<file path="config.mk">
export PLATFORM = sky130hd
export DESIGN_NAME = drs_reclaim_scrub
export DESIGN_NICKNAME = d
export VERILOG_FILES = /design/src/verilog/drs_pkg.sv /design/src/verilog/drs_reclaim_scrub.sv /design/src/verilog/drs_ecc_fix.sv
export SDC_FILE = /design/constraint.sdc
export NUM_CORES = 2
export LEC_CHECK = 0
export BUFFER_PORTS_ARGS = -buffer_cell sky130_fd_sc_hd__buf_2
export CELL_PAD_IN_SITES_DETAIL_PLACEMENT = 0
export CELL_PAD_IN_SITES_GLOBAL_PLACEMENT = 1
export CORE_ASPECT_RATIO = 0.8
export CORE_MARGIN = 2
export CORE_UTILIZATION = 45
export DETAILED_ROUTE_END_ITERATION = 7
export PLACE_DENSITY = 0.93
export RECOVER_POWER = 25
export SLEW_MARGIN = 40
export SYNTH_ARGS = -nofsm -noshare
export SYNTH_HDL_FRONTEND = slang
export SYNTH_SLANG_ARGS = --single-unit
</file>
<file path="constraint.sdc">
create_clock -name sys_clk -period 11 [get_ports sys_clk]
set_input_delay 3.3 -clock sys_clk [delete_from_list [all_inputs] [get_ports sys_clk]]
set_output_delay 3.3 -clock sys_clk [all_outputs]
set_load 0.005 [all_outputs]
</file>
<file path="src/verilog/drs_pkg.sv">
// Purpose: Shared constants and ECC helpers for reclaim remap and scrub
// Assumes: 144-bit codeword of 16 data bytes plus two check bytes
// Notes:   Check bytes are P (byte parity) and Q (weighted sum in GF(256))
package drs_pkg;

  localparam int unsigned ADDR_W        = 36;          // System address width
  localparam int unsigned DATA_BYTES    = 16;          // Data symbols per codeword
  localparam int unsigned DATA_W        = 128;         // Data bits per codeword
  localparam int unsigned CODE_W        = 144;         // Data plus check bits
  localparam int unsigned P_LSB         = 128;         // Parity byte position
  localparam int unsigned Q_LSB         = 136;         // Weighted byte position
  localparam logic [7:0]  GF_POLY_LOW   = 8'h1d;       // Field polynomial, low byte
  localparam logic [ADDR_W-1:0] LINE_STEP = 36'h0_0000_0040;  // One line, 64 bytes
  localparam logic [ADDR_W-1:0] ADDR_4G   = 36'h1_0000_0000;  // 4 GB boundary
  localparam logic [ADDR_W-1:0] ADDR_RST  = 36'h0_0000_0000;  // Scrub start address

  // Nominal spacing so that 16 GB is covered in about one day
  localparam int unsigned CLK_PERIOD_NS = 50;          // 20 MHz core clock
  localparam int unsigned SCRUB_GAP_NS  = 321865;      // Time between line scrubs
  localparam int unsigned SCRUB_GAP_CYC = SCRUB_GAP_NS / CLK_PERIOD_NS;

  // Scrub engine states, one-hot
  typedef enum logic [4:0] {
    ST_INIT = 5'b0_0001,
    ST_IDLE = 5'b0_0010,
    ST_RD   = 5'b0_0100,
    ST_WAIT = 5'b0_1000,
    ST_WR   = 5'b1_0000
  } drs_state_type;

  // Multiply a field element by alpha
  function automatic logic [7:0] gf_mul2(input logic [7:0] x);
    gf_mul2 = {x[6:0], 1'b0} ^ (x[7] ? GF_POLY_LOW : 8'h00);
  endfunction : gf_mul2

  // Multiply a field element by alpha to the power j
  function automatic logic [7:0] gf_mul_pow(input logic [7:0] x, input int unsigned j);
    logic [7:0] acc;
    acc = x;
    for (int unsigned k = 0; k < j; k++) begin
      acc = gf_mul2(acc);
    end
    gf_mul_pow = acc;
  endfunction : gf_mul_pow

  // Build a codeword with fresh check bytes
  function automatic logic [CODE_W-1:0] ecc_encode(input logic [DATA_W-1:0] d);
    logic [7:0] p;
    logic [7:0] q;
    p = 8'h00;
    q = 8'h00;
    for (int unsigned i = 0; i < DATA_BYTES; i++) begin
      p = p ^ d[8*i +: 8];
      q = q ^ gf_mul_pow(d[8*i +: 8], i);
    end
    ecc_encode = {q, p, d};
  endfunction : ecc_encode

endpackage : drs_pkg

</file>
<file path="src/verilog/drs_reclaim_scrub.sv">
// Purpose: Reclaim remap of logical addresses plus DRAM init and scrub engine
// Assumes: Memory port accepts a command when mem_cmd_ready is high
// Notes:   Normal traffic owns the memory; scrubbing waits for idle cycles
//
// What this block does
// Check every logical address against remap window
// Window edges come from base and limit
// Remapped addresses start at low memory top
// Reclaim low memory top up to 4G or rows
// Scrub walks memory reading then writing back
// Correctable errors fixed, new checks written back
// Write back always follows a scrub read
// Scrub changes no stored data bytes of a clean line
// Scrub address starts at zero after reset
// One line per interval, advance 64 bytes
// Write valid ECC to every line after reset
// ECC corrects any number of bad bits within one byte
// Interval parameter, yield to traffic, wrap address
// Addresses outside window pass unmodified
`timescale 1ns/100ps
module drs_reclaim_scrub #(
  parameter int unsigned SCRUB_INTERVAL = drs_pkg::SCRUB_GAP_CYC  // Cycles between line scrubs
) (
  input  wire logic                          sys_clk,            // Core clock
  input  wire logic                          reset_n,            // Async reset, active low
  input  wire logic                          req_valid,          // Logical address offered
  input  wire logic [drs_pkg::ADDR_W-1:0]    req_addr,           // Logical address
  input  wire logic [drs_pkg::ADDR_W-1:0]    remap_window_base,  // Window bottom, inclusive
  input  wire logic [drs_pkg::ADDR_W-1:0]    remap_window_limit, // Window top, inclusive
  input  wire logic [drs_pkg::ADDR_W-1:0]    low_memory_top,     // Top of low memory
  input  wire logic [drs_pkg::ADDR_W-1:0]    last_row_boundary,  // Top of installed memory
  output logic                               phys_valid,         // Translation ready
  output logic      [drs_pkg::ADDR_W-1:0]    phys_addr,          // Physical or passed address
  output logic                               remapped,           // Address was redirected
  output logic                               mem_cmd_valid,      // Scrub command pending
  output logic                               mem_cmd_write,      // Command is a write
  output logic      [drs_pkg::ADDR_W-1:0]    mem_cmd_addr,       // Line address
  output logic      [drs_pkg::CODE_W-1:0]    mem_wdata,          // Codeword to write
  input  wire logic                          mem_cmd_ready,      // Memory takes the command
  input  wire logic                          mem_rd_valid,       // Read data returned
  input  wire logic [drs_pkg::CODE_W-1:0]    mem_rd_data,        // Codeword as read
  output logic                               init_busy,          // Auto-init running
  output logic                               scrub_fixed,        // Pulse, error corrected
  output logic                               scrub_fatal         // Pulse, error uncorrectable
);

  localparam int unsigned CNT_W = 32;  // Interval counter width

  // Refuse an interval the counter cannot serve
  if (SCRUB_INTERVAL < 1) begin : g_bad_interval
    $error("SCRUB_INTERVAL must be at least one cycle");
  end

  // Remap state
  logic                        phys_valid_r;   // Translation result valid
  logic                        phys_valid_nxt;
  logic [drs_pkg::ADDR_W-1:0]  phys_addr_r;    // Translated address
  logic [drs_pkg::ADDR_W-1:0]  phys_addr_nxt;
  logic                        remapped_r;     // Window hit flag
  logic                        remapped_nxt;
  logic [drs_pkg::ADDR_W-1:0]  reclaim_top;    // Lower of 4 GB and installed top
  logic [drs_pkg::ADDR_W-1:0]  remap_target;   // Offset address in reclaimed area
  logic                        in_window;      // Address inside window

  // Scrub state
  drs_pkg::drs_state_type      state_r;        // Engine state
  drs_pkg::drs_state_type      state_nxt;
  logic [drs_pkg::ADDR_W-1:0]  scrub_addr_r;   // Current line address
  logic [drs_pkg::ADDR_W-1:0]  scrub_addr_nxt;
  logic [CNT_W-1:0]            gap_cnt_r;      // Cycles left before next scrub
  logic [CNT_W-1:0]            gap_cnt_nxt;
  logic                        cmd_valid_r;    // Memory command strobe
  logic                        cmd_valid_nxt;
  logic                        cmd_write_r;    // Memory command direction
  logic                        cmd_write_nxt;
  logic [drs_pkg::CODE_W-1:0]  wdata_r;        // Write-back codeword
  logic [drs_pkg::CODE_W-1:0]  wdata_nxt;
  logic                        fixed_r;        // Corrected pulse
  logic                        fixed_nxt;
  logic                        fatal_r;        // Uncorrectable pulse
  logic                        fatal_nxt;
  logic                        init_busy_r;    // Auto-init running, registered
  logic                        init_busy_nxt;
  logic [drs_pkg::ADDR_W-1:0]  line_next;      // Following line, wrapped
  logic [drs_pkg::CODE_W-1:0]  fix_code;       // Repaired codeword
  logic                        fix_err;        // Correctable error in read data
  logic                        fix_fatal;      // Uncorrectable error in read data
  logic                        cmd_taken;      // Command accepted this cycle

  // Single-symbol correction on returning read data
  drs_ecc_fix u_ecc (
    .code_in   (mem_rd_data),
    .code_out  (fix_code),
    .err_fixed (fix_err),
    .err_fatal (fix_fatal)
  );

  // Window compare and translation
  always_comb begin
    reclaim_top  = (last_row_boundary < drs_pkg::ADDR_4G) ? last_row_boundary
                                                           : drs_pkg::ADDR_4G;
    remap_target = req_addr - remap_window_base + low_memory_top;
    in_window    = (req_addr >= remap_window_base)
                && (req_addr <= remap_window_limit);
    phys_valid_nxt = req_valid;
    phys_addr_nxt  = phys_addr_r;
    remapped_nxt   = 1'b0;
    if (req_valid) begin
      // Redirect only into the hidden span below the reclaim top
      if (in_window && remap_target < reclaim_top) begin
        phys_addr_nxt = remap_target;
        remapped_nxt  = 1'b1;
      end else begin
        phys_addr_nxt = req_addr;
      end
    end
  end

  // Translation registers
  always_ff @(posedge sys_clk or negedge reset_n) begin
    if (!reset_n) begin
      phys_valid_r <= 1'b0;
      phys_addr_r  <= drs_pkg::ADDR_RST;
      remapped_r   <= 1'b0;
    end else begin
      phys_valid_r <= phys_valid_nxt;
      phys_addr_r  <= phys_addr_nxt;
      remapped_r   <= remapped_nxt;
    end
  end

  // Scrub and init sequencing
  always_comb begin
    cmd_taken      = cmd_valid_r && mem_cmd_ready;
    line_next      = scrub_addr_r + drs_pkg::LINE_STEP;
    // Wrap once the top of installed memory is reached
    if (line_next >= last_row_boundary) begin
      line_next = drs_pkg::ADDR_RST;
    end
    state_nxt      = state_r;
    scrub_addr_nxt = scrub_addr_r;
    gap_cnt_nxt    = gap_cnt_r;
    cmd_valid_nxt  = cmd_valid_r;
    cmd_write_nxt  = cmd_write_r;
    wdata_nxt      = wdata_r;
    fixed_nxt      = 1'b0;
    fatal_nxt      = 1'b0;
    unique case (state_r)
      // Fill every line with zero data and matching check bytes
      drs_pkg::ST_INIT: begin
        cmd_valid_nxt = 1'b1;
        cmd_write_nxt = 1'b1;
        wdata_nxt     = drs_pkg::ecc_encode('0);
        if (cmd_taken) begin
          scrub_addr_nxt = line_next;
          if (line_next == drs_pkg::ADDR_RST) begin
            state_nxt     = drs_pkg::ST_IDLE;
            cmd_valid_nxt = 1'b0;
            gap_cnt_nxt   = CNT_W'(SCRUB_INTERVAL - 1);
          end
        end
      end
      // Count down, then start only when no normal request is offered
      drs_pkg::ST_IDLE: begin
        if (gap_cnt_r != '0) begin
          gap_cnt_nxt = gap_cnt_r - 1'b1;
        end else if (!req_valid) begin
          state_nxt     = drs_pkg::ST_RD;
          cmd_valid_nxt = 1'b1;
          cmd_write_nxt = 1'b0;
        end
      end
      drs_pkg::ST_RD: begin
        if (cmd_taken) begin
          cmd_valid_nxt = 1'b0;
          state_nxt     = drs_pkg::ST_WAIT;
        end
      end
      // Write back in every case, clean or not
      drs_pkg::ST_WAIT: begin
        if (mem_rd_valid) begin
          state_nxt     = drs_pkg::ST_WR;
          cmd_valid_nxt = 1'b1;
          cmd_write_nxt = 1'b1;
          wdata_nxt     = fix_code;
          fixed_nxt     = fix_err;
          fatal_nxt     = fix_fatal;
        end
      end
      drs_pkg::ST_WR: begin
        if (cmd_taken) begin
          cmd_valid_nxt  = 1'b0;
          scrub_addr_nxt = line_next;
          gap_cnt_nxt    = CNT_W'(SCRUB_INTERVAL - 1);
          state_nxt      = drs_pkg::ST_IDLE;
        end
      end
      default: begin
        state_nxt     = drs_pkg::ST_IDLE;
        cmd_valid_nxt = 1'b0;
      end
    endcase
    // Own flop so the busy output is not a state decode
    init_busy_nxt  = (state_nxt == drs_pkg::ST_INIT);
  end

  // Scrub registers; the address restarts at zero on reset
  always_ff @(posedge sys_clk or negedge reset_n) begin
    if (!reset_n) begin
      state_r      <= drs_pkg::ST_INIT;
      scrub_addr_r <= drs_pkg::ADDR_RST;
      gap_cnt_r    <= '0;
      cmd_valid_r  <= 1'b0;
      cmd_write_r  <= 1'b0;
      wdata_r      <= '0;
      fixed_r      <= 1'b0;
      fatal_r      <= 1'b0;
      init_busy_r  <= 1'b1;
    end else begin
      state_r      <= state_nxt;
      scrub_addr_r <= scrub_addr_nxt;
      gap_cnt_r    <= gap_cnt_nxt;
      cmd_valid_r  <= cmd_valid_nxt;
      cmd_write_r  <= cmd_write_nxt;
      wdata_r      <= wdata_nxt;
      fixed_r      <= fixed_nxt;
      fatal_r      <= fatal_nxt;
      init_busy_r  <= init_busy_nxt;
    end
  end

  // Outputs straight from flops
  assign phys_valid    = phys_valid_r;
  assign phys_addr     = phys_addr_r;
  assign remapped      = remapped_r;
  assign mem_cmd_valid = cmd_valid_r;
  assign mem_cmd_write = cmd_write_r;
  assign mem_cmd_addr  = scrub_addr_r;
  assign mem_wdata     = wdata_r;
  assign init_busy     = init_busy_r;
  assign scrub_fixed   = fixed_r;
  assign scrub_fatal   = fatal_r;
endmodule : drs_reclaim_scrub

</file>
<file path="src/verilog/drs_ecc_fix.sv">
// Purpose: Correct one faulty byte symbol of a codeword and regenerate checks
// Assumes: Codeword built by drs_pkg::ecc_encode
// Notes:   Purely combinational; any fault within one byte is repaired
`timescale 1ns/100ps
module drs_ecc_fix (
  input  wire logic [drs_pkg::CODE_W-1:0] code_in,    // Codeword as read
  output logic      [drs_pkg::CODE_W-1:0] code_out,   // Corrected, re-encoded word; codeword as read when uncorrectable
  output logic                            err_fixed,  // Correctable error seen
  output logic                            err_fatal   // Beyond correction
);

  logic [7:0]                  syn_p;   // Parity syndrome, the error value
  logic [7:0]                  syn_q;   // Weighted syndrome
  logic [drs_pkg::DATA_W-1:0]  dat;     // Data after repair
  logic                        found;   // Error located in a data byte

  // Syndromes, location search and repair
  always_comb begin
    syn_p = code_in[drs_pkg::P_LSB +: 8];
    syn_q = code_in[drs_pkg::Q_LSB +: 8];
    for (int unsigned i = 0; i < drs_pkg::DATA_BYTES; i++) begin
      syn_p = syn_p ^ code_in[8*i +: 8];
      syn_q = syn_q ^ drs_pkg::gf_mul_pow(code_in[8*i +: 8], i);
    end
    dat   = code_in[drs_pkg::DATA_W-1:0];
    found = 1'b0;
    // Data byte j is bad when syn_q equals syn_p times alpha^j
    for (int unsigned j = 0; j < drs_pkg::DATA_BYTES; j++) begin
      if (syn_p != 8'h00 && drs_pkg::gf_mul_pow(syn_p, j) == syn_q) begin
        dat[8*j +: 8] = code_in[8*j +: 8] ^ syn_p;
        found         = 1'b1;
      end
    end
    // One nonzero syndrome alone means a bad check byte
    err_fixed = found || ((syn_p == 8'h00) != (syn_q == 8'h00));
    err_fatal = (syn_p != 8'h00 || syn_q != 8'h00) && !err_fixed;
    // Uncorrectable lines go back as read so the fault stays visible
    code_out  = err_fatal ? code_in : drs_pkg::ecc_encode(dat);
  end

endmodule : drs_ecc_fix

</file>
==> impl_results.md <==
- Outcome: complete, but fails checks
- Failing checks: capacitance limit, slew limit
- Arr. time, crit path: 10,700 ps
- Worst Tran Pin Value: 3900 ps
- DRC: 0
- Critical Path Most Common Cell: a21oi_1
- Port Buffers: 551
- TritonCTS Sinks: 260
- Worst slack at placement: 358 ps
- Crit. End Element: flip-flop
- WP buf/inv: 5
- # hold bufs at CTS: 0
- Worst slew margin relative to its limit: -160%
- PnR worst setup slack: 773 ps
- Pin count of the biggest net entering global routing: 199
- RSZ-0062 raised after global routing: false
- List of most frequent post-synthesis cells: 717 x xnor2_1, 283 x inv_1, 258 x dfrtp_1
- CP top delay family: compound AO/OA/AOI/OAI gates
- Layout cell share with drive strength beyond 1: 21.1%
- Nets: 4,485
- Total gr overflow: 0
- Critical Path RT: 11,470 ps
- Fmax: 97.8 MHz
- TritonCTS clock tree: built
- Post-CTS resize count: 0
- Worst path slowest cell: fa_1
- Final Instance Area: 34,800 µm²
- FILL cells: 6,132
- Area grow syn2layout: 18.4%
- Die ar.: 67,400 µm²
- Initial Util: 45.7%
- Reg clk slew, reported paths: 60 ps
- CP Class: input pin to flip-flop
- Synth Register Bits: 260
- Via density: 5.72
- I/O Pins: 552
- Syn Inst Count: 3,380
- Die W: 290 µm
- Sequential share of the synthesized area: 22.1%
- Flip-flop and latch area: 6510 µm²
- CTS HTree Levels: 1
- Clock latency on the worst-skew pair: 600 ps
- Final hold violations: 0
- Die Ht: 233 µm
- Critical Path Max Stage Delay: 530 ps
- Yosys warning count: 0
- Final wirelength: 129,000 µm
- Root Buffer: clkbuf_16
- Post-synth EDFFs: 0
- Area leader, netlist: dfrtp_1
- Post-CTS Setup Inserts: 0
- Antenna Nets Post-Route: 0
- Crit path time final: 10,230 ps
- Netlist cell types: 79
- Synth area leaders: dfrtp_1 22%, xnor2_1 21%, ha_1 7.7%
- Area share of the largest cell type after synthesis: 22.0%
- Mean Syn Cell Area: 8.70 µm²
- Initial antenna violation count: 15
- Core area: 64,400 µm²
- Routed len/inst: 26.8 µm
- Clock skew after layout: 21.6 ps
- CP Max Fanout: 22
- Final GP Congestion: 1.08
- DR vias: 27,600
- Router iterations before antenna repair: 6
- Clock buffer depth: 3
- Vias in the first global route: 25,500
- Final period util: 93.0%
- First-pass GRT wire length: 181,000 µm
- CP Launch Type: input pin
- Slew Limit Fails: 424
- Worst min-delay path class: flip-flop to flip-flop
- Num CTS Buffers: 29
- Synth Cell Area: 29,400 µm²
- Multi-input logic area: 21,200 µm²
- Area post-placement: 33,800 µm²
- Final setup violating endpoints: 0
- Synth async-reset ratio: 100%
- Post-DP HPWL: 107,000 µm
- Top-count cell post-synth: xnor2_1
- Main synth FF type: dfrtp_1
- Number of core rows: 83
- Tot GR Track Use: 37.3%
- Initial DRC count: 3,470
- Max_cap viols: 6
- TNS Setup: 0 ps
-- routing by layer --
layer	global-route usage, %	up-vias	routed length [µm]
li1	-	12300	-
met1	55.3	13300	56300
met2	50.1	1714	49900
met3	14.7	238	18900
met4	8.65	6	3680
met5	0	-	38
-- final timing paths --
kind                                 start  cells past startpoint  slack [ps]              to
max                            req_addr[1]                     37         770   phys_addr[21]
min                          mem_wdata[62]                      2         500   mem_wdata[62]
max reg2reg                mem_cmd_addr[6]                     26        4270   gap_cnt_r[19]
min reg2reg                  mem_wdata[62]                      2         500   mem_wdata[62]
max in group asynchronous          reset_n                      3        1770   mem_wdata[72]
min in group asynchronous          reset_n                      1        3610  mem_wdata[138]
-- through the flow --
step | utilization, % | hold slack (ps) | std cells
6_report | 54.1 | 496 | 4816
5_1_grt | 54.0 | 524 | 4814
4_1_cts | 54.1 | 499 | 4809
3_5_place_dp | 52.6 | 483 | 4757
3_3_place_gp | 52.4 | 478 | 4754
2_1_floorplan | - | 466 | 3382
-- sequential cells by signal, indices dropped and copies added, names as in the netlist --
signal         flops
state_r            5
gap_cnt_r         32
scrub_fatal        1
mem_cmd_valid      1
mem_cmd_addr      36
mem_wdata        144
phys_valid         1
init_busy          1
scrub_fixed        1
mem_cmd_write      1
remapped           1
phys_addr         36
-- cell usage in the layout, fill, tap and decap left out, drive strengths merged, types with 46 or more instances in the layout --
master and instances:
xnor2 741, buf 703, inv 286, dfrtp 258, nor2 225, o21ai 224, nand2 204, nand3 185
xor2 183, ha 182, a21oi 105, xnor3 82, a21o 60, nand4 46, nor3 46, clkbuf 46
-- logic make-up (layout without fill, tap and decap cells) --
kind of cell | Yosys count | count (layout) | share of synthesized area, %
buffers and inverters | 469 | 1047 | 6.30
other | 1 | 9 | 0.0128
and+or+nand+nor | 878 | 878 | 14.3
muxes | 19 | 19 | 0.668
adders and majority gates | 217 | 217 | 10.1
xor gates and xnor gates | 1019 | 1019 | 36.0
DFF | 260 | 260 | 22.1
AOI/OAI and AO/OA | 517 | 517 | 10.4
-- worst register-to-register path: cells and delay by family, from the launching register on --
family / cells / cell delay (ps)
compound gates: 9 / 1720
simple gates: 11 / 3160
flops: 1 / 490
buf+inv: 2 / 200
fa+ha+maj: 2 / 580
xor+xnor: 2 / 450
-- final cells by class --
type	instances	area share, %
Inverter	284	3.06
Clock inverter	14	0.457
Clock buffer	38	2.38
Tap cell	850	3.06
Antenna cell	6	0.0431
Multi-Input combinational cell	2653	60.9
Timing Repair Buffer	711	11.4
Sequential cell	260	18.7
Power is left out: the tool's default activity adds up to more than one toggle a clock period on the data nets, which glitch-free logic cannot reach.
